[config.mk]
export PLATFORM = sky130hd
export DESIGN_NAME = pmu_power_manager
export DESIGN_NICKNAME = d
export VERILOG_FILES = /design/src/common/pmu_pkg.sv /design/src/logic/pmu_timer.sv /design/src/logic/pmu_power_manager.sv
export VERILOG_INCLUDE_DIRS = /design/src /design/src/common
export SDC_FILE = /design/constraint.sdc
export NUM_CORES = 1
export LEC_CHECK = 0
export ABC_AREA = 1
export BUFFER_PORTS_ARGS = -buffer_cell sky130_fd_sc_hd__buf_2
export CAP_MARGIN = 15
export CORE_MARGIN = 2
export CORE_UTILIZATION = 45
export DETAILED_ROUTE_END_ITERATION = 16
export SKIP_CTS_REPAIR_TIMING = 1
export SYNTH_ARGS = -nofsm -noshare
export SYNTH_HDL_FRONTEND = slang
export SYNTH_SLANG_ARGS = --single-unit
export TNS_END_PERCENT = 50
[constraint.sdc]
create_clock -name sys_clk_in -period 40.7 [get_ports sys_clk_in]
set_clock_uncertainty 0.2 [all_clocks]
set_input_delay 6.105 -clock sys_clk_in [delete_from_list [all_inputs] [get_ports sys_clk_in]]
set_output_delay 6.105 -clock sys_clk_in [all_outputs]
set_load 0.005 [all_outputs]
[src/common/pmu_regs.svh]
// Purpose: register offsets, reset values and timing counts of the power manager
// Assumes: 100 MHz system clock, word-indexed register port
// Notes:   definitions only
`ifndef PMU_REGS_SVH
`define PMU_REGS_SVH

// ----------------------------------------------------------------
// register offsets (word index)
// ----------------------------------------------------------------
`define PMU_OFF_CTRL      4'h0
`define PMU_OFF_STATE     4'h1
`define PMU_OFF_DOZE      4'h2
`define PMU_OFF_STBY      4'h3
`define PMU_OFF_CPU_STALL_MODULATION      4'h4
`define PMU_OFF_HKEEP     4'h5
`define PMU_OFF_PERIPH    4'h6
`define PMU_OFF_STALL     4'h7
`define PMU_OFF_PLANES    4'h8
`define PMU_OFF_IRQ_STAT  4'h9
`define PMU_OFF_IRQ_MASK  4'hA

// ----------------------------------------------------------------
// field positions
// ----------------------------------------------------------------
`define PMU_CTRL_REQ_LSB  0
`define PMU_CTRL_EN_BIT   2
`define PMU_EV_DOZE       0
`define PMU_EV_STBY       1
`define PMU_EV_CPU_STALL_MODULATION       2
`define PMU_EV_HKEEP      3
`define PMU_EV_PERIPH     4
`define PMU_EV_WAKE       5
`define PMU_EV_NUM        6

// ----------------------------------------------------------------
// reset values
// ----------------------------------------------------------------
`define PMU_RST_DOZE      32'h0000_0400
`define PMU_RST_STBY      32'h0001_0000
`define PMU_RST_CPU_STALL_MODULATION      32'h0010_0000
`define PMU_RST_HKEEP     32'h0000_0100
`define PMU_RST_PERIPH    32'h0004_0000
`define PMU_RST_STALL     8'h00
`define PMU_RST_PLANES    8'hFF
`define PMU_RST_MASK      6'h00

// ----------------------------------------------------------------
// timing: suspend handshake time-out, in ns and in cycles
// ----------------------------------------------------------------
`define PMU_CLK_NS        10
`define PMU_DRAIN_NS      2000
`define PMU_DRAIN_CYC     ((`PMU_DRAIN_NS + `PMU_CLK_NS - 1) / `PMU_CLK_NS)

`endif

[src/common/pmu_pkg.sv]
// Purpose: types shared by the power manager files
// Assumes: nothing
// Notes:   constants live in pmu_regs.svh
`default_nettype none
package pmu_pkg;

    typedef enum logic [1:0] {
        PMU_ON,
        PMU_DOZE,
        PMU_STBY,
        PMU_CPU_STALL_MODULATION
    } pmu_pstate_type;

    typedef struct packed {
        logic       sys;
        logic       hkeep;
        logic       periph;
    } pmu_activity_type;

    typedef struct packed {
        logic [3:0] addr;
        logic [31:0] wdata;
        logic       wr;
        logic       rd;
    } pmu_bus_type;

endpackage

`default_nettype wire

[src/logic/pmu_timer.sv]
// Purpose: one restartable inactivity timer
// Assumes: enable freezes the count
// Notes:   expire is a one-cycle pulse
`timescale 1ns/1ps
`default_nettype none

module pmu_timer #(
    parameter int WIDTH = 32
) (
    input  wire logic             sys_clk_in,
    input  wire logic             rst_in,
    input  wire logic             ce_in,
    input  wire logic             run_in,
    input  wire logic             restart_in,
    input  wire logic [WIDTH-1:0] limit_in,
    output logic                  expire_out
);

    logic [WIDTH-1:0] cnt_r;
    logic [WIDTH-1:0] cnt_nxt;
    logic             exp_r;
    logic             exp_nxt;

    // restart on activity; an idle count that reaches the limit fires once
    always_comb begin
        cnt_nxt = cnt_r;
        exp_nxt = 1'b0;
        if (restart_in || !run_in) begin
            cnt_nxt = '0;
        end else if (limit_in != '0 && cnt_r != limit_in) begin
            cnt_nxt = cnt_r + 1'b1;
            exp_nxt = (cnt_r + 1'b1) == limit_in;
        end
    end

    always_ff @(posedge sys_clk_in or posedge rst_in) begin
        if (rst_in) begin
            cnt_r <= '0;
            exp_r <= 1'b0;
        end else if (ce_in) begin
            cnt_r <= cnt_nxt;
            exp_r <= exp_nxt;
        end
    end

    assign expire_out = exp_r;

endmodule

`default_nettype wire

[src/logic/pmu_power_manager.sv]
// Purpose: power manager: idle timers, power states, stall and plane control
// Assumes: activity and drain-done inputs arrive asynchronously
// Notes:   firmware steers states over the register port
//
// Strobed register access and the address map were chosen for this implementation.
`timescale 1ns/1ps
`default_nettype none
`include "pmu_regs.svh"

module pmu_power_manager
    import pmu_pkg::*;
#(
    parameter int TW = 32,
    parameter int DRAIN_CYC = `PMU_DRAIN_CYC
) (
    input  wire logic        sys_clk_in,
    input  wire logic        rst_in,
    input  wire logic        ce_in,
    input  wire logic [3:0]  addr_in,
    input  wire logic [31:0] wdata_in,
    input  wire logic        wr_in,
    input  wire logic        rd_in,
    output logic      [31:0] rdata_out,
    input  wire logic        sys_act_in,
    input  wire logic        hkeep_act_in,
    input  wire logic        periph_act_in,
    input  wire logic        drain_done_in,
    output logic             system_mgmt_interrupt_out,
    output logic             cpu_stall_modulation_n_out,
    output logic             drain_req_out,
    output logic             clk_stop_out,
    output logic      [7:0]  plane_off_out,
    output logic      [1:0]  pstate_out
);

    // ----------------------------------------------------------------
    // input synchronisers
    // ----------------------------------------------------------------
    logic [3:0] s1_r;
    logic [3:0] s2_r;
    always_ff @(posedge sys_clk_in or posedge rst_in) begin
        if (rst_in) begin
            s1_r <= 4'h0;
            s2_r <= 4'h0;
        end else if (ce_in) begin
            s1_r <= {drain_done_in, periph_act_in, hkeep_act_in, sys_act_in};
            s2_r <= s1_r;
        end
    end
    pmu_activity_type act;
    logic             drain_done;
    assign act = '{sys: s2_r[0], hkeep: s2_r[1], periph: s2_r[2]};
    assign drain_done = s2_r[3];

    // ----------------------------------------------------------------
    // registers
    // ----------------------------------------------------------------
    pmu_bus_type     bus;
    pmu_pstate_type  st_r, st_nxt;
    logic [TW-1:0]   lim_r   [5];
    logic [TW-1:0]   lim_nxt [5];
    logic [7:0]      stall_r, stall_nxt;
    logic [7:0]      plane_r, plane_nxt;
    logic [5:0]      stat_r, stat_nxt;
    logic [5:0]      mask_r, mask_nxt;
    logic            en_r, en_nxt;
    logic [1:0]      req_r, req_nxt;
    logic [31:0]     rdata_r, rdata_nxt;
    logic            irq_r;
    logic [5:0]      ev;
    assign bus = '{addr: addr_in, wdata: wdata_in, wr: wr_in, rd: rd_in};

    // ----------------------------------------------------------------
    // timers
    // ----------------------------------------------------------------
    logic exp_doze, exp_stby, exp_cpu_stall_modulation, exp_hk, exp_per;
    logic hk_run_r, hk_run_nxt;
    logic run_idle;
    assign run_idle = en_r && st_r != PMU_CPU_STALL_MODULATION;

    pmu_timer #(.WIDTH(TW)) u_doze (
        .sys_clk_in (sys_clk_in), .rst_in (rst_in), .ce_in (ce_in),
        .run_in (run_idle && st_r == PMU_ON),
        .restart_in (act.sys),
        .limit_in (lim_r[0]), .expire_out (exp_doze));
    pmu_timer #(.WIDTH(TW)) u_stby (
        .sys_clk_in (sys_clk_in), .rst_in (rst_in), .ce_in (ce_in),
        .run_in (run_idle && st_r != PMU_STBY),
        .restart_in (act.sys),
        .limit_in (lim_r[1]), .expire_out (exp_stby));
    pmu_timer #(.WIDTH(TW)) u_cpu_stall_modulation (
        .sys_clk_in (sys_clk_in), .rst_in (rst_in), .ce_in (ce_in),
        .run_in (run_idle),
        .restart_in (act.sys),
        .limit_in (lim_r[2]), .expire_out (exp_cpu_stall_modulation));
    pmu_timer #(.WIDTH(TW)) u_hk (
        .sys_clk_in (sys_clk_in), .rst_in (rst_in), .ce_in (ce_in),
        .run_in (hk_run_r),
        .restart_in (act.hkeep),
        .limit_in (lim_r[3]), .expire_out (exp_hk));
    pmu_timer #(.WIDTH(TW)) u_per (
        .sys_clk_in (sys_clk_in), .rst_in (rst_in), .ce_in (ce_in),
        .run_in (en_r),
        .restart_in (act.periph),
        .limit_in (lim_r[4]), .expire_out (exp_per));

    // house-keeping bursts in doze/standby only arm their own timer
    always_comb begin
        hk_run_nxt = hk_run_r;
        if (st_r != PMU_DOZE && st_r != PMU_STBY) begin
            hk_run_nxt = 1'b0;
        end else if (act.hkeep) begin
            hk_run_nxt = 1'b1;
        end else if (exp_hk) begin
            hk_run_nxt = 1'b0;
        end
    end

    // ----------------------------------------------------------------
    // events and interrupt
    // ----------------------------------------------------------------
    always_comb begin
        ev = 6'h00;
        ev[`PMU_EV_DOZE]   = exp_doze;
        ev[`PMU_EV_STBY]   = exp_stby;
        ev[`PMU_EV_CPU_STALL_MODULATION]   = exp_cpu_stall_modulation;
        ev[`PMU_EV_HKEEP]  = exp_hk;
        ev[`PMU_EV_PERIPH] = exp_per;
        ev[`PMU_EV_WAKE]   = act.sys && st_r != PMU_ON;
    end

    // ----------------------------------------------------------------
    // power state machine
    // ----------------------------------------------------------------
    logic [15:0] drain_cnt_r, drain_cnt_nxt;
    logic        dreq_r, dreq_nxt;
    logic        cstop_r, cstop_nxt;

    always_comb begin
        st_nxt = st_r;
        dreq_nxt = dreq_r;
        cstop_nxt = cstop_r;
        drain_cnt_nxt = drain_cnt_r;
        unique case (st_r)
            PMU_ON, PMU_DOZE, PMU_STBY: begin
                cstop_nxt = 1'b0;
                if (req_r == 2'd3) begin
                    // hold off suspend until the core has drained or DRAIN_CYC cycles have passed
                    dreq_nxt = 1'b1;
                    if (drain_done || drain_cnt_r == 16'(DRAIN_CYC)) begin
                        st_nxt = PMU_CPU_STALL_MODULATION;
                        cstop_nxt = 1'b1;
                        dreq_nxt = 1'b0;
                        drain_cnt_nxt = '0;
                    end else begin
                        drain_cnt_nxt = drain_cnt_r + 16'h0001;
                    end
                end else begin
                    st_nxt = pmu_pstate_type'(req_r);
                    dreq_nxt = 1'b0;
                    drain_cnt_nxt = '0;
                end
            end
            PMU_CPU_STALL_MODULATION: begin
                // only clocks stop; all registers keep their contents
                if (req_r != 2'd3) begin
                    st_nxt = pmu_pstate_type'(req_r);
                    cstop_nxt = 1'b0;
                end
            end
        endcase
    end

    // ----------------------------------------------------------------
    // stall modulation: one duty out of 256 for every state
    // ----------------------------------------------------------------
    logic [7:0] pwm_r, pwm_nxt;
    logic       stall_n_r, stall_n_nxt;
    always_comb begin
        pwm_nxt = pwm_r + 8'h01;
        // active low: stall while count under programmed duty
        stall_n_nxt = !(pwm_r < stall_r);
    end

    // ----------------------------------------------------------------
    // register file
    // ----------------------------------------------------------------
    always_comb begin
        lim_nxt = lim_r;
        stall_nxt = stall_r;
        plane_nxt = plane_r;
        mask_nxt = mask_r;
        en_nxt = en_r;
        req_nxt = req_r;
        rdata_nxt = 32'h0000_0000;
        // set wins over write-one-to-clear
        stat_nxt = stat_r;
        if (bus.wr && bus.addr == `PMU_OFF_IRQ_STAT) begin
            stat_nxt = stat_r & ~bus.wdata[5:0];
        end
        stat_nxt = stat_nxt | ev;
        if (bus.wr) begin
            unique case (bus.addr)
                `PMU_OFF_CTRL: begin
                    req_nxt = bus.wdata[`PMU_CTRL_REQ_LSB +: 2];
                    en_nxt  = bus.wdata[`PMU_CTRL_EN_BIT];
                end
                `PMU_OFF_DOZE:     lim_nxt[0] = bus.wdata[TW-1:0];
                `PMU_OFF_STBY:     lim_nxt[1] = bus.wdata[TW-1:0];
                `PMU_OFF_CPU_STALL_MODULATION:     lim_nxt[2] = bus.wdata[TW-1:0];
                `PMU_OFF_HKEEP:    lim_nxt[3] = bus.wdata[TW-1:0];
                `PMU_OFF_PERIPH:   lim_nxt[4] = bus.wdata[TW-1:0];
                `PMU_OFF_STALL:    stall_nxt = bus.wdata[7:0];
                `PMU_OFF_PLANES:   plane_nxt = bus.wdata[7:0];
                `PMU_OFF_IRQ_MASK: mask_nxt = bus.wdata[5:0];
                default: ;
            endcase
        end
        if (bus.rd) begin
            unique case (bus.addr)
                `PMU_OFF_CTRL:     rdata_nxt = {29'h0, en_r, req_r};
                `PMU_OFF_STATE:    rdata_nxt = {29'h0, dreq_r, st_r};
                `PMU_OFF_DOZE:     rdata_nxt = 32'(lim_r[0]);
                `PMU_OFF_STBY:     rdata_nxt = 32'(lim_r[1]);
                `PMU_OFF_CPU_STALL_MODULATION:     rdata_nxt = 32'(lim_r[2]);
                `PMU_OFF_HKEEP:    rdata_nxt = 32'(lim_r[3]);
                `PMU_OFF_PERIPH:   rdata_nxt = 32'(lim_r[4]);
                `PMU_OFF_STALL:    rdata_nxt = {24'h0, stall_r};
                `PMU_OFF_PLANES:   rdata_nxt = {24'h0, plane_r};
                `PMU_OFF_IRQ_STAT: rdata_nxt = {26'h0, stat_r};
                `PMU_OFF_IRQ_MASK: rdata_nxt = {26'h0, mask_r};
                default:           rdata_nxt = 32'h0000_0000;
            endcase
        end
    end

    always_ff @(posedge sys_clk_in or posedge rst_in) begin
        if (rst_in) begin
            lim_r[0] <= TW'(`PMU_RST_DOZE);
            lim_r[1] <= TW'(`PMU_RST_STBY);
            lim_r[2] <= TW'(`PMU_RST_CPU_STALL_MODULATION);
            lim_r[3] <= TW'(`PMU_RST_HKEEP);
            lim_r[4] <= TW'(`PMU_RST_PERIPH);
            stall_r <= `PMU_RST_STALL;
            plane_r <= `PMU_RST_PLANES;
            mask_r <= `PMU_RST_MASK;
            stat_r <= 6'h00;
            en_r <= 1'b0;
            req_r <= 2'h0;
            rdata_r <= 32'h0000_0000;
            irq_r <= 1'b0;
            st_r <= PMU_ON;
            dreq_r <= 1'b0;
            cstop_r <= 1'b0;
            drain_cnt_r <= 16'h0000;
            hk_run_r <= 1'b0;
            pwm_r <= 8'h00;
            stall_n_r <= 1'b1;
        end else if (ce_in) begin
            lim_r <= lim_nxt;
            stall_r <= stall_nxt;
            plane_r <= plane_nxt;
            mask_r <= mask_nxt;
            stat_r <= stat_nxt;
            en_r <= en_nxt;
            req_r <= req_nxt;
            rdata_r <= rdata_nxt;
            irq_r <= |(stat_nxt & mask_nxt);
            st_r <= st_nxt;
            dreq_r <= dreq_nxt;
            cstop_r <= cstop_nxt;
            drain_cnt_r <= drain_cnt_nxt;
            hk_run_r <= hk_run_nxt;
            pwm_r <= pwm_nxt;
            stall_n_r <= stall_n_nxt;
        end
    end

    assign rdata_out = rdata_r;
    assign system_mgmt_interrupt_out = irq_r;
    assign cpu_stall_modulation_n_out = stall_n_r;
    assign drain_req_out = dreq_r;
    assign clk_stop_out = cstop_r;
    assign plane_off_out = plane_r;
    assign pstate_out = st_r;
endmodule

`default_nettype wire

Word-level counts from Yosys, hierarchy flattened
Cells that the tools add are included.
Word-level totals
  logic and storage cells: 171
  bits in latches: 0
  memory bits (writable): 0
  memory bits (read-only): 0
  output and inout bits: 46
  memories kept: 0
  flip-flop bits (word level): 427
Cells by class
  add/subtract/negate cells: 7
  bitwise gates (word level): 4
  muxes and demuxes: 40
  magnitude comparators: 1
  shift-type cells: 0
  $mul: 0
  div/mod/pow operators: 0
  reductions and logical operators: 56
  eq/ne operators: 31
Operators with widths (count)
  $mux W32: 11
  $pmux W32 S11: 1
  $add A32 B1 Y32 const B: 5
  $eq A32 B32 Y1: 5
  $ne A32 B32 Y1: 5
  $reduce_bool A32 Y1: 5
  $mux W16: 2
  $reduce_and A3 Y1: 9
  $mux W1: 18
  $mux W6: 3
  $add A16 B1 Y16 const B: 1
  $eq A16 B8 Y1 const B: 1
  $eq A4 B3 Y1 const B: 4
  $reduce_and A2 Y1: 8
  $and A6 B6 Y6: 2
  $eq A4 B4 Y1 const B: 3
  $reduce_bool A2 Y1: 6
  $logic_and A1 B1 Y1: 11
  $add A8 B1 Y8 const B: 1
  $eq A4 B2 Y1 const B: 2
  $lt A8 B8 Y1: 1
  $ne A2 B2 Y1 const B: 4
  $eq A2 B2 Y1 const B: 3
  $logic_not A1 Y1: 6
  other kinds (15): 22

Depth between registers and ports, before layout
Gate-level depths: netlist (run 1).
  depth after elaboration: 7
  gate-level depth with buffers: 15
  depth with buffers taken out: 15

Cells and area by module
A second synthesis (run 1) with hierarchy kept.
Unflattened totals
  cell total of the unflattened synthesis: 3862
  area total of the unflattened synthesis: 27496.4 um2
Modules (own cells, without submodules)
  pmu_timer (u_cpu_stall_modulation ...): area an instance 3189.3 um2, times used 4, cells each 501, seq. area each 825.8 um2
  pmu_power_manager: area an instance 11541.1 um2, times used 1, cells each 1352, seq. area each 6573.8 um2
  pmu_timer (u_stby): area an instance 3198.1 um2, times used 1, cells each 506, seq. area each 825.8 um2

Worst setup path after synthesis (run 1)
No wires, ideal clock.
  path kind: input-to-reg
  start point: input ce_in
  end point: register pwm_r[7]
  data required time: 40.382 ns
  setup time: 0.118 ns
  stages: 7
  arrival time: 7.287 ns
  slack: 33.095 ns
  cell sequence: buf_2 inv_1 buf_2 nor4_1 nand3_1 xor2_1 inv_1
RTL lines
  start, declared: line pmu_power_manager.sv:18  | input wire logic ce_in,
  end signal, assigned: line pmu_power_manager.sv:274  | pwm_r <= pwm_nxt;
  end, declared: line pmu_power_manager.sv:177  | logic [7:0] pwm_r, pwm_nxt;

Final worst setup path (run 1)
  start point: input addr_in[2]
  end point: register lim_r[21] in the netlist's numbering
On the way
  word-level cells in the longest chain between the ends: 2
RTL lines
  start, declared: line pmu_power_manager.sv:19  | input wire logic [3:0] addr_in,
  $eq A4 B3 Y1: line pmu_power_manager.sv:203  | unique case (bus.addr)
  $reduce_and A3 Y1 (no source line)
  end signal, assigned: line pmu_power_manager.sv:260  | lim_r <= lim_nxt;
  end, declared: line pmu_power_manager.sv:60  | logic [TW-1:0] lim_r [5];
No other way between the ends.
A chain may end at the register's enable or synchronous reset.

==> results of run 1 <==
==> registers in the layout (all words and copies together) (netlist names), 2 cells and up <==
| register | cells |
|---|---|
| u_per.cnt_r | 32 |
| stall_r | 8 |
| u_doze.cnt_r | 32 |
| s2_r | 4 |
| plane_off_out | 8 |
| req_r | 2 |
| rdata_out | 32 |
| drain_cnt_r | 16 |
| pwm_r | 8 |
| u_stby.cnt_r | 32 |
| lim_r | 160 |
| u_cpu_stall_modulation.cnt_r | 32 |
| mask_r | 6 |
| s1_r | 4 |
| pstate_out | 2 |
| stat_r | 6 |
| u_hk.cnt_r | 32 |
==> layout make-up <==
class | instances | area, um^2
Clock buffer | 75 | 1450
Clock inverter | 17 | 309
Fill cell | 6052 | 29900
Inverter | 417 | 1570
Multi-Input combinational cell | 2896 | 14500
Sequential cell | 427 | 10700
Tap cell | 782 | 978
Timing Repair Buffer | 109 | 626
==> worst max-delay path, stage by stage <==
cell and delay (ns):
sky130_fd_sc_hd__buf_2 0.10, sky130_fd_sc_hd__inv_1 0.05, sky130_fd_sc_hd__nor2_1 0.31, sky130_fd_sc_hd__nand2_1 0.22, sky130_fd_sc_hd__inv_1 0.83, sky130_fd_sc_hd__nand2_2 0.86, sky130_fd_sc_hd__o21ai_0 0.43
==> routing by layer <==
| metal | wire length (um) | track usage, % |
|---|---|---|
| met1 | 42700 | 44.2 |
| met2 | 41500 | 46.2 |
| met3 | 6960 | 4.19 |
| met4 | 2430 | 7.49 |
| met5 | 0 | 0 |
==> worst max path at each step <==
stage / slack (ns) / cells past startpoint / to / startpoint
4_1_cts: 32.20 / 7 / lim_r[13]$_DFFE_PP0P_ / addr_in[2]
3_3_place_gp: 31.63 / 7 / lim_r[18]$_DFFE_PP1P_ / addr_in[2]
6_report: 32.05 / 7 / lim_r[21]$_DFFE_PP0P_ / addr_in[2]
3_5_place_dp: 31.56 / 7 / lim_r[13]$_DFFE_PP0P_ / addr_in[2]
2_1_floorplan: 22.53 / 1 / clk_stop_out$_DFFE_PP0P_ / rst_in
5_1_grt: 31.77 / 7 / lim_r[11]$_DFFE_PP0P_ / addr_in[2]
==> cell families after synthesis <==
group	count (synthesis)
flops	427
buf+inv	521
xor+xnor	329
mux	1
fa+ha+maj	18
compound gates	503
simple gates	2045
==> metrics by stage <==
stage	power (mW)	utilization [%]	cell area (um^2)	hold WS (ns)
floorplan	0.732	-	27200	0.242
global placement	0.844	47.2	28300	0.256
detailed placement	0.847	47.2	28300	0.258
CTS	1.34	50.1	30100	0.274
global route	1.40	50.2	30100	0.303
finish	1.34	50.2	30100	0.267
==> cells in the mapped netlist (2+ instances only) <==
master	number
sky130_fd_sc_hd__dfrtp_1	413
sky130_fd_sc_hd__nor3_1	17
sky130_fd_sc_hd__nor2_4	17
sky130_fd_sc_hd__buf_2	27
sky130_fd_sc_hd__o221ai_1	6
sky130_fd_sc_hd__a21oi_1	15
sky130_fd_sc_hd__nand4_1	30
sky130_fd_sc_hd__or2_2	3
sky130_fd_sc_hd__nand3_2	5
sky130_fd_sc_hd__xnor2_1	190
sky130_fd_sc_hd__o21ai_1	10
sky130_fd_sc_hd__a22o_1	10
sky130_fd_sc_hd__or2_1	2
sky130_fd_sc_hd__a21oi_4	2
sky130_fd_sc_hd__nor2_1	382
sky130_fd_sc_hd__o21bai_1	14
sky130_fd_sc_hd__nand2_2	10
sky130_fd_sc_hd__nor4_1	23
sky130_fd_sc_hd__and2_1	4
sky130_fd_sc_hd__ha_1	18
sky130_fd_sc_hd__a31oi_1	3
sky130_fd_sc_hd__xor2_1	139
sky130_fd_sc_hd__a211oi_1	20
sky130_fd_sc_hd__a21oi_2	2
sky130_fd_sc_hd__o21ai_0	356
sky130_fd_sc_hd__buf_4	3
sky130_fd_sc_hd__clkbuf_2	7
sky130_fd_sc_hd__clkinv_1	3
sky130_fd_sc_hd__nand3_1	230
sky130_fd_sc_hd__o22ai_1	39
sky130_fd_sc_hd__dfstp_2	14
sky130_fd_sc_hd__o211ai_1	7
sky130_fd_sc_hd__o31ai_1	2
sky130_fd_sc_hd__clkbuf_1	61
sky130_fd_sc_hd__nand3b_1	30
sky130_fd_sc_hd__nor2_2	19
sky130_fd_sc_hd__inv_2	5
sky130_fd_sc_hd__inv_1	409
sky130_fd_sc_hd__a221oi_1	15
sky130_fd_sc_hd__nand2_1	1270
sky130_fd_sc_hd__buf_1	6
==> power breakdown <==
part           switching [mW]  internal, mW
clock network           0.194         0.296
registers              0.0757         0.475
logic                   0.191         0.104
total                   0.461         0.875
==> results.sh, run 1 <==
export IMPL_vias_per_cell=5.41
export IMPL_reg2reg_slack_ns=37.42
export IMPL_number_of_buffers_inserted_by_port_buffering=90
export IMPL_grt_antenna_before_repair=0
export IMPL_final_cells=4723
export IMPL_hold_path_depth=2
export IMPL_cellPowerDensity_nw_per_um2=44.4
export IMPL_fmaxAchievable_ghz=0.116
export IMPL_synth_top_cells_by_area="sky130_fd_sc_hd__dfrtp_1 (38%), sky130_fd_sc_hd__nand2_1 (18%), sky130_fd_sc_hd__o21ai_0 (6.6%)"
export IMPL_synth_seq_area_share_pct=39.4
export IMPL_worstPathArrival_ns=8.94
export IMPL_final_sum_of_negative_setup_slack_ns=0
export IMPL_hold_class="register to register"
export IMPL_initial_utilization_pct=45.2
export IMPL_timing_worst_slew_pin_value_ns=1.14
export IMPL_critical_path_reg2reg_endpoint="u_doze.expire_out$_DFFE_PP0P_"
export IMPL_period_minus_slack_ns=8.65
export IMPL_nNetsFinal=3964
export IMPL_syn_mean_instance_area_um2=7.06
export IMPL_io_pins=91
export IMPL_synthAdderAreaFrac_pct=0.829
export IMPL_synthesis_area_um2=27200
export IMPL_holdPathEnd="s1_r[2]$_DFFE_PP0P_"
export IMPL_synth_fp_nets=3907
export IMPL_die_width_um=250
export IMPL_crit_fanout=64
export IMPL_ant_nets=0
export IMPL_max_cap_viol_count=0
export IMPL_worstPathRequired_ns=40.99
export IMPL_finalHoldViolCount=0
export IMPL_grt_ovfl_total=0
export IMPL_synthesis_yosys_warnings=0
export IMPL_core_um2=60000
export IMPL_max_slew_margin_rel_pct=24.2
export IMPL_grt_total_usage_pct=29.9
export IMPL_regToRegStartpoint="pstate_out[0]$_DFFE_PP0P_"
export IMPL_slew_viol_final=0
export IMPL_synth_seq_cells=427
export IMPL_hold_path_startpoint="s1_r[2]$_DFFE_PP0P_"
export IMPL_setup_slack_ns=32.05
export IMPL_p_leak_nw=13.9
export IMPL_postRouteWirelength_mm=93.6
export IMPL_dpl_cell_count=4630
export IMPL_clk_transition_reported_paths_ns=0.06
export IMPL_grt_pass1_vias=23500
export IMPL_dieArea_um2=62300
export IMPL_post_route_cells_drive_above_1_share_pct=6.90
export IMPL_ir_worst_vdd_uv=31.7
export IMPL_post_dp_hpwl_mm=69.3
export IMPL_share_of_the_synthesized_area_in_compound_gates_ao_oa_aoi_oai_pct=10.4
export IMPL_synth_top_cell_area_share_pct=38.1
export IMPL_tritoncts_num_sinks=427
export IMPL_drt_pass1_iterations=6
export IMPL_rsz0062_at_grt="false"
export IMPL_clk_root_buffer_cell="sky130_fd_sc_hd__clkbuf_16"
export IMPL_die_height_um=250
export IMPL_layout_cells_most_common="sky130_fd_sc_hd__nand2_1"
export IMPL_synth_cells=3844
export IMPL_number_of_distinct_standard_cells_referenced_by_the_synthesized_netlist=47
export IMPL_area_growth_synth_to_final_pct=10.9
export IMPL_dp_slack_ns=31.56
export IMPL_global_route_wire_length_before_repair_mm=144
export IMPL_setup_viol=0
export IMPL_htree_num_levels=2
export IMPL_largest_net_degree_at_the_start_of_global_routing=140
export IMPL_reg2regPathDepth=13
export IMPL_vias=25558
export IMPL_final_cell_mix="sky130_fd_sc_hd__nand2_1 (1266), sky130_fd_sc_hd__dfrtp_1 (413), sky130_fd_sc_hd__inv_1 (407)"
export IMPL_yosys_area_top_type="sky130_fd_sc_hd__dfrtp_1"
export IMPL_timing_final_crit_share_pct=21.3
export IMPL_fraction_of_synthesized_area_in_multiplexers_pct=0.0369
export IMPL_clock_insertion_delay_worst_skew_ns=0.61
export IMPL_worstSetupPathType="input pin to register"
export IMPL_synth_main_ff_cell="sky130_fd_sc_hd__dfrtp_1"
export IMPL_row_count=90
export IMPL_detailedRoute_firstIterationViolations=2737
export IMPL_synthXorXnorAreaFrac_pct=10.6
export IMPL_critical_path_startpoint_type="input pin"
export IMPL_synth_simple_area_share_pct=31.3
export IMPL_gp_routability_congestion=0.966
export IMPL_num_antenna_cells=0
export IMPL_result_of_the_run="complete, no violations"
export IMPL_critical_path_endpoint_type="register"
export IMPL_routed_wire_length_per_instance_um=19.8
export IMPL_cts_made_buffers=50
export IMPL_drt_drc=0
export IMPL_number_of_synthesized_flops_with_an_enable_pin=0
export IMPL_asyncSetResetFlopFracSynth_pct=100
export IMPL_synth_top_family_by_area="simple AND/OR/NAND/NOR gates"
export IMPL_tritoncts="yes"
export IMPL_cts_buffer_depth=3
(Power assumes the default switching activity.)
==> run 2, diff against run 1 <==
Clock period 40.7 ns to 8.5 ns, I/O delays scaled along.
==> results.sh, run 2 (synthesized netlist as in run 1, its figures left out) <==
export IMPL_p_sw_mw=2.21
export IMPL_nNetsFinal=3961
export IMPL_grt_ovfl_total=0
export IMPL_routed_wire_length_per_instance_um=19.4
export IMPL_final_cell_mix="sky130_fd_sc_hd__nand2_1 (1266), sky130_fd_sc_hd__dfrtp_1 (413), sky130_fd_sc_hd__inv_1 (407)"
export IMPL_internal_power_contribution_mw=4.14
export IMPL_cts_made_buffers=49
export IMPL_postRouteWirelength_mm=91.5
export IMPL_hold_class="register to register"
export IMPL_grt_total_usage_pct=29.3
export IMPL_cellPowerDensity_nw_per_um2=211
export IMPL_htree_num_levels=2
export IMPL_finalHoldViolCount=0
export IMPL_ir_worst_vdd_uv=151
export IMPL_vias=25246
export IMPL_grt_antenna_before_repair=4
export IMPL_ant_nets=0
export IMPL_registers_top_by_ff_count="lim_r"
export IMPL_global_route_wire_length_before_repair_mm=141
export IMPL_row_count=90
export IMPL_crit_path_max_incr_delay_ns=0.80
export IMPL_largest_register_ff_count=160
export IMPL_power_sequential_fraction_pct=41.5
export IMPL_initial_utilization_pct=45.2
export IMPL_die_height_um=250
export IMPL_clk_root_buffer_cell="sky130_fd_sc_hd__clkbuf_16"
export IMPL_period_minus_slack_ns=4.07
export IMPL_post_route_cells_drive_above_1_share_pct=6.93
export IMPL_clock_insertion_delay_worst_skew_ns=0.63
export IMPL_power_share_combinational_pct=22.1
export IMPL_worstSetupPathType="input pin to register"
export IMPL_final_core_util_pct=50.1
export IMPL_number_of_buffers_inserted_by_port_buffering=90
export IMPL_gp_routability_congestion=0.923
export IMPL_detailedRoute_firstIterationViolations=2693
export IMPL_result_of_the_run="complete, no violations"
export IMPL_fmaxAchievable_ghz=0.246
export IMPL_crit_fanout=42
export IMPL_worstPathArrival_ns=4.35
export IMPL_core_um2=60000
export IMPL_clockPowerShare_pct=36.3
export IMPL_layout_cells_most_common="sky130_fd_sc_hd__nand2_1"
export IMPL_io_pins=91
export IMPL_critical_path_endpoint_type="register"
export IMPL_post_route_worst_hold_slack_ns=0.270
export IMPL_vias_per_cell=5.35
export IMPL_cts_buffer_depth=3
export IMPL_dieArea_um2=62300
export IMPL_setup_viol=0
export IMPL_largest_net_degree_at_the_start_of_global_routing=163
export IMPL_max_cap_viol_count=0
export IMPL_timing_final_crit_share_pct=47.9
export IMPL_grt_pass1_vias=23414
export IMPL_tritoncts_num_sinks=427
export IMPL_final_sum_of_negative_setup_slack_ns=0
export IMPL_timing_worst_slew_pin_value_ns=1.07
export IMPL_clk_transition_reported_paths_ns=0.06
export IMPL_max_slew_margin_rel_pct=28.3
export IMPL_rsz0062_at_grt="false"
export IMPL_slew_viol_final=0
export IMPL_worstPathCellList="buf_2 > inv_2 > buf_4 > a21oi_4 > inv_2 > nand2_1 > nand2_1"
export IMPL_switching_share_pct=34.8
export IMPL_area_growth_synth_to_final_pct=10.7
export IMPL_post_dp_hpwl_mm=68.0
export IMPL_critical_path_startpoint_type="input pin"
export IMPL_tritoncts="yes"
export IMPL_crit_slowest_cell="sky130_fd_sc_hd__a21oi_4"
export IMPL_worstPathRequired_ns=8.79
export IMPL_p_leak_nw=13.9
export IMPL_drt_pass1_iterations=6
export IMPL_dp_slack_ns=3.83
export IMPL_setup_slack_ns=4.43
export IMPL_die_width_um=250
export IMPL_drt_drc=0
run 2: cell count changes in the layout (fill, tap and decap cells not counted), sizes merged:
| cell | previous run | this run |
|---|---|---|
| bufinv | 8 | 7 |
| diode | 0 | 1 |
| clkinv | 10 | 16 |
| clkbuf | 75 | 70 |
| buf | 109 | 107 |
run 2: through the flow:
step / instances / cell area (um^2) / power (mW)
2_1_floorplan: 3844 / 27200 / 3.51
3_3_place_gp: 4629 / 28300 / 4.03
3_5_place_dp: 4629 / 28300 / 4.04
4_1_cts: 4721 / 30100 / 6.36
5_1_grt: 4721 / 30100 / 6.66
6_report: 4722 / 30100 / 6.35
run 2: worst paths after layout:
kind,end,from,slack (ns),depth (start not counted)
setup / recovery,u_stby.cnt_r[10]$_DFFE_PP0P_,ce_in,4.43,7
hold / removal,cpu_stall_modulation_n_out$_DFFE_PP1P_,cpu_stall_modulation_n_out$_DFFE_PP1P_,0.27,2
setup reg to reg,u_stby.cnt_r[10]$_DFFE_PP0P_,pstate_out[1]$_DFFE_PP0P_,4.97,9
hold reg to reg,cpu_stall_modulation_n_out$_DFFE_PP1P_,cpu_stall_modulation_n_out$_DFFE_PP1P_,0.27,2
max in group asynchronous,drain_cnt_r[0]$_DFFE_PP0P_,rst_in,5.74,4
min in group asynchronous,u_hk.cnt_r[28]$_DFFE_PP0P_,rst_in,0.69,3
run 2: final cells by class:
type | count | area [um^2]
tap | 782 | 978
inverter | 417 | 1570
fill | 6039 | 30000
clock inverter | 22 | 349
sequential | 427 | 10700
multi-input combinational | 2896 | 14500
clock buffer | 70 | 1400
timing repair buffer | 107 | 603
antenna | 1 | 2.50
run 2: worst max-delay path, delay by kind of cell:
family | cells | cell delay [ns]
buf+inv | 4 | 1.96
compound gates | 1 | 0.80
simple gates | 2 | 0.24
run 2: power groups by stage:
| stage | Sequential (mW) | Clock [mW] | Combinational [mW] |
|---|---|---|---|
| finish | 2.64 | 2.30 | 1.41 |
| global route | 2.66 | 2.41 | 1.60 |
| CTS | 2.62 | 2.34 | 1.40 |
| detailed placement | 2.66 | 0 | 1.39 |
| global placement | 2.66 | 0 | 1.37 |
| floorplan | 2.50 | 0 | 1.00 |
run 2: layer usage:
metal	vias up	share of wire [%]	global-route usage, %
met4	2	3.0	9.40
met1	11893	46	43.2
li1	12325	-	-
met5	-	0.011	0
met3	129	8.0	5.51
met2	897	43	43.3
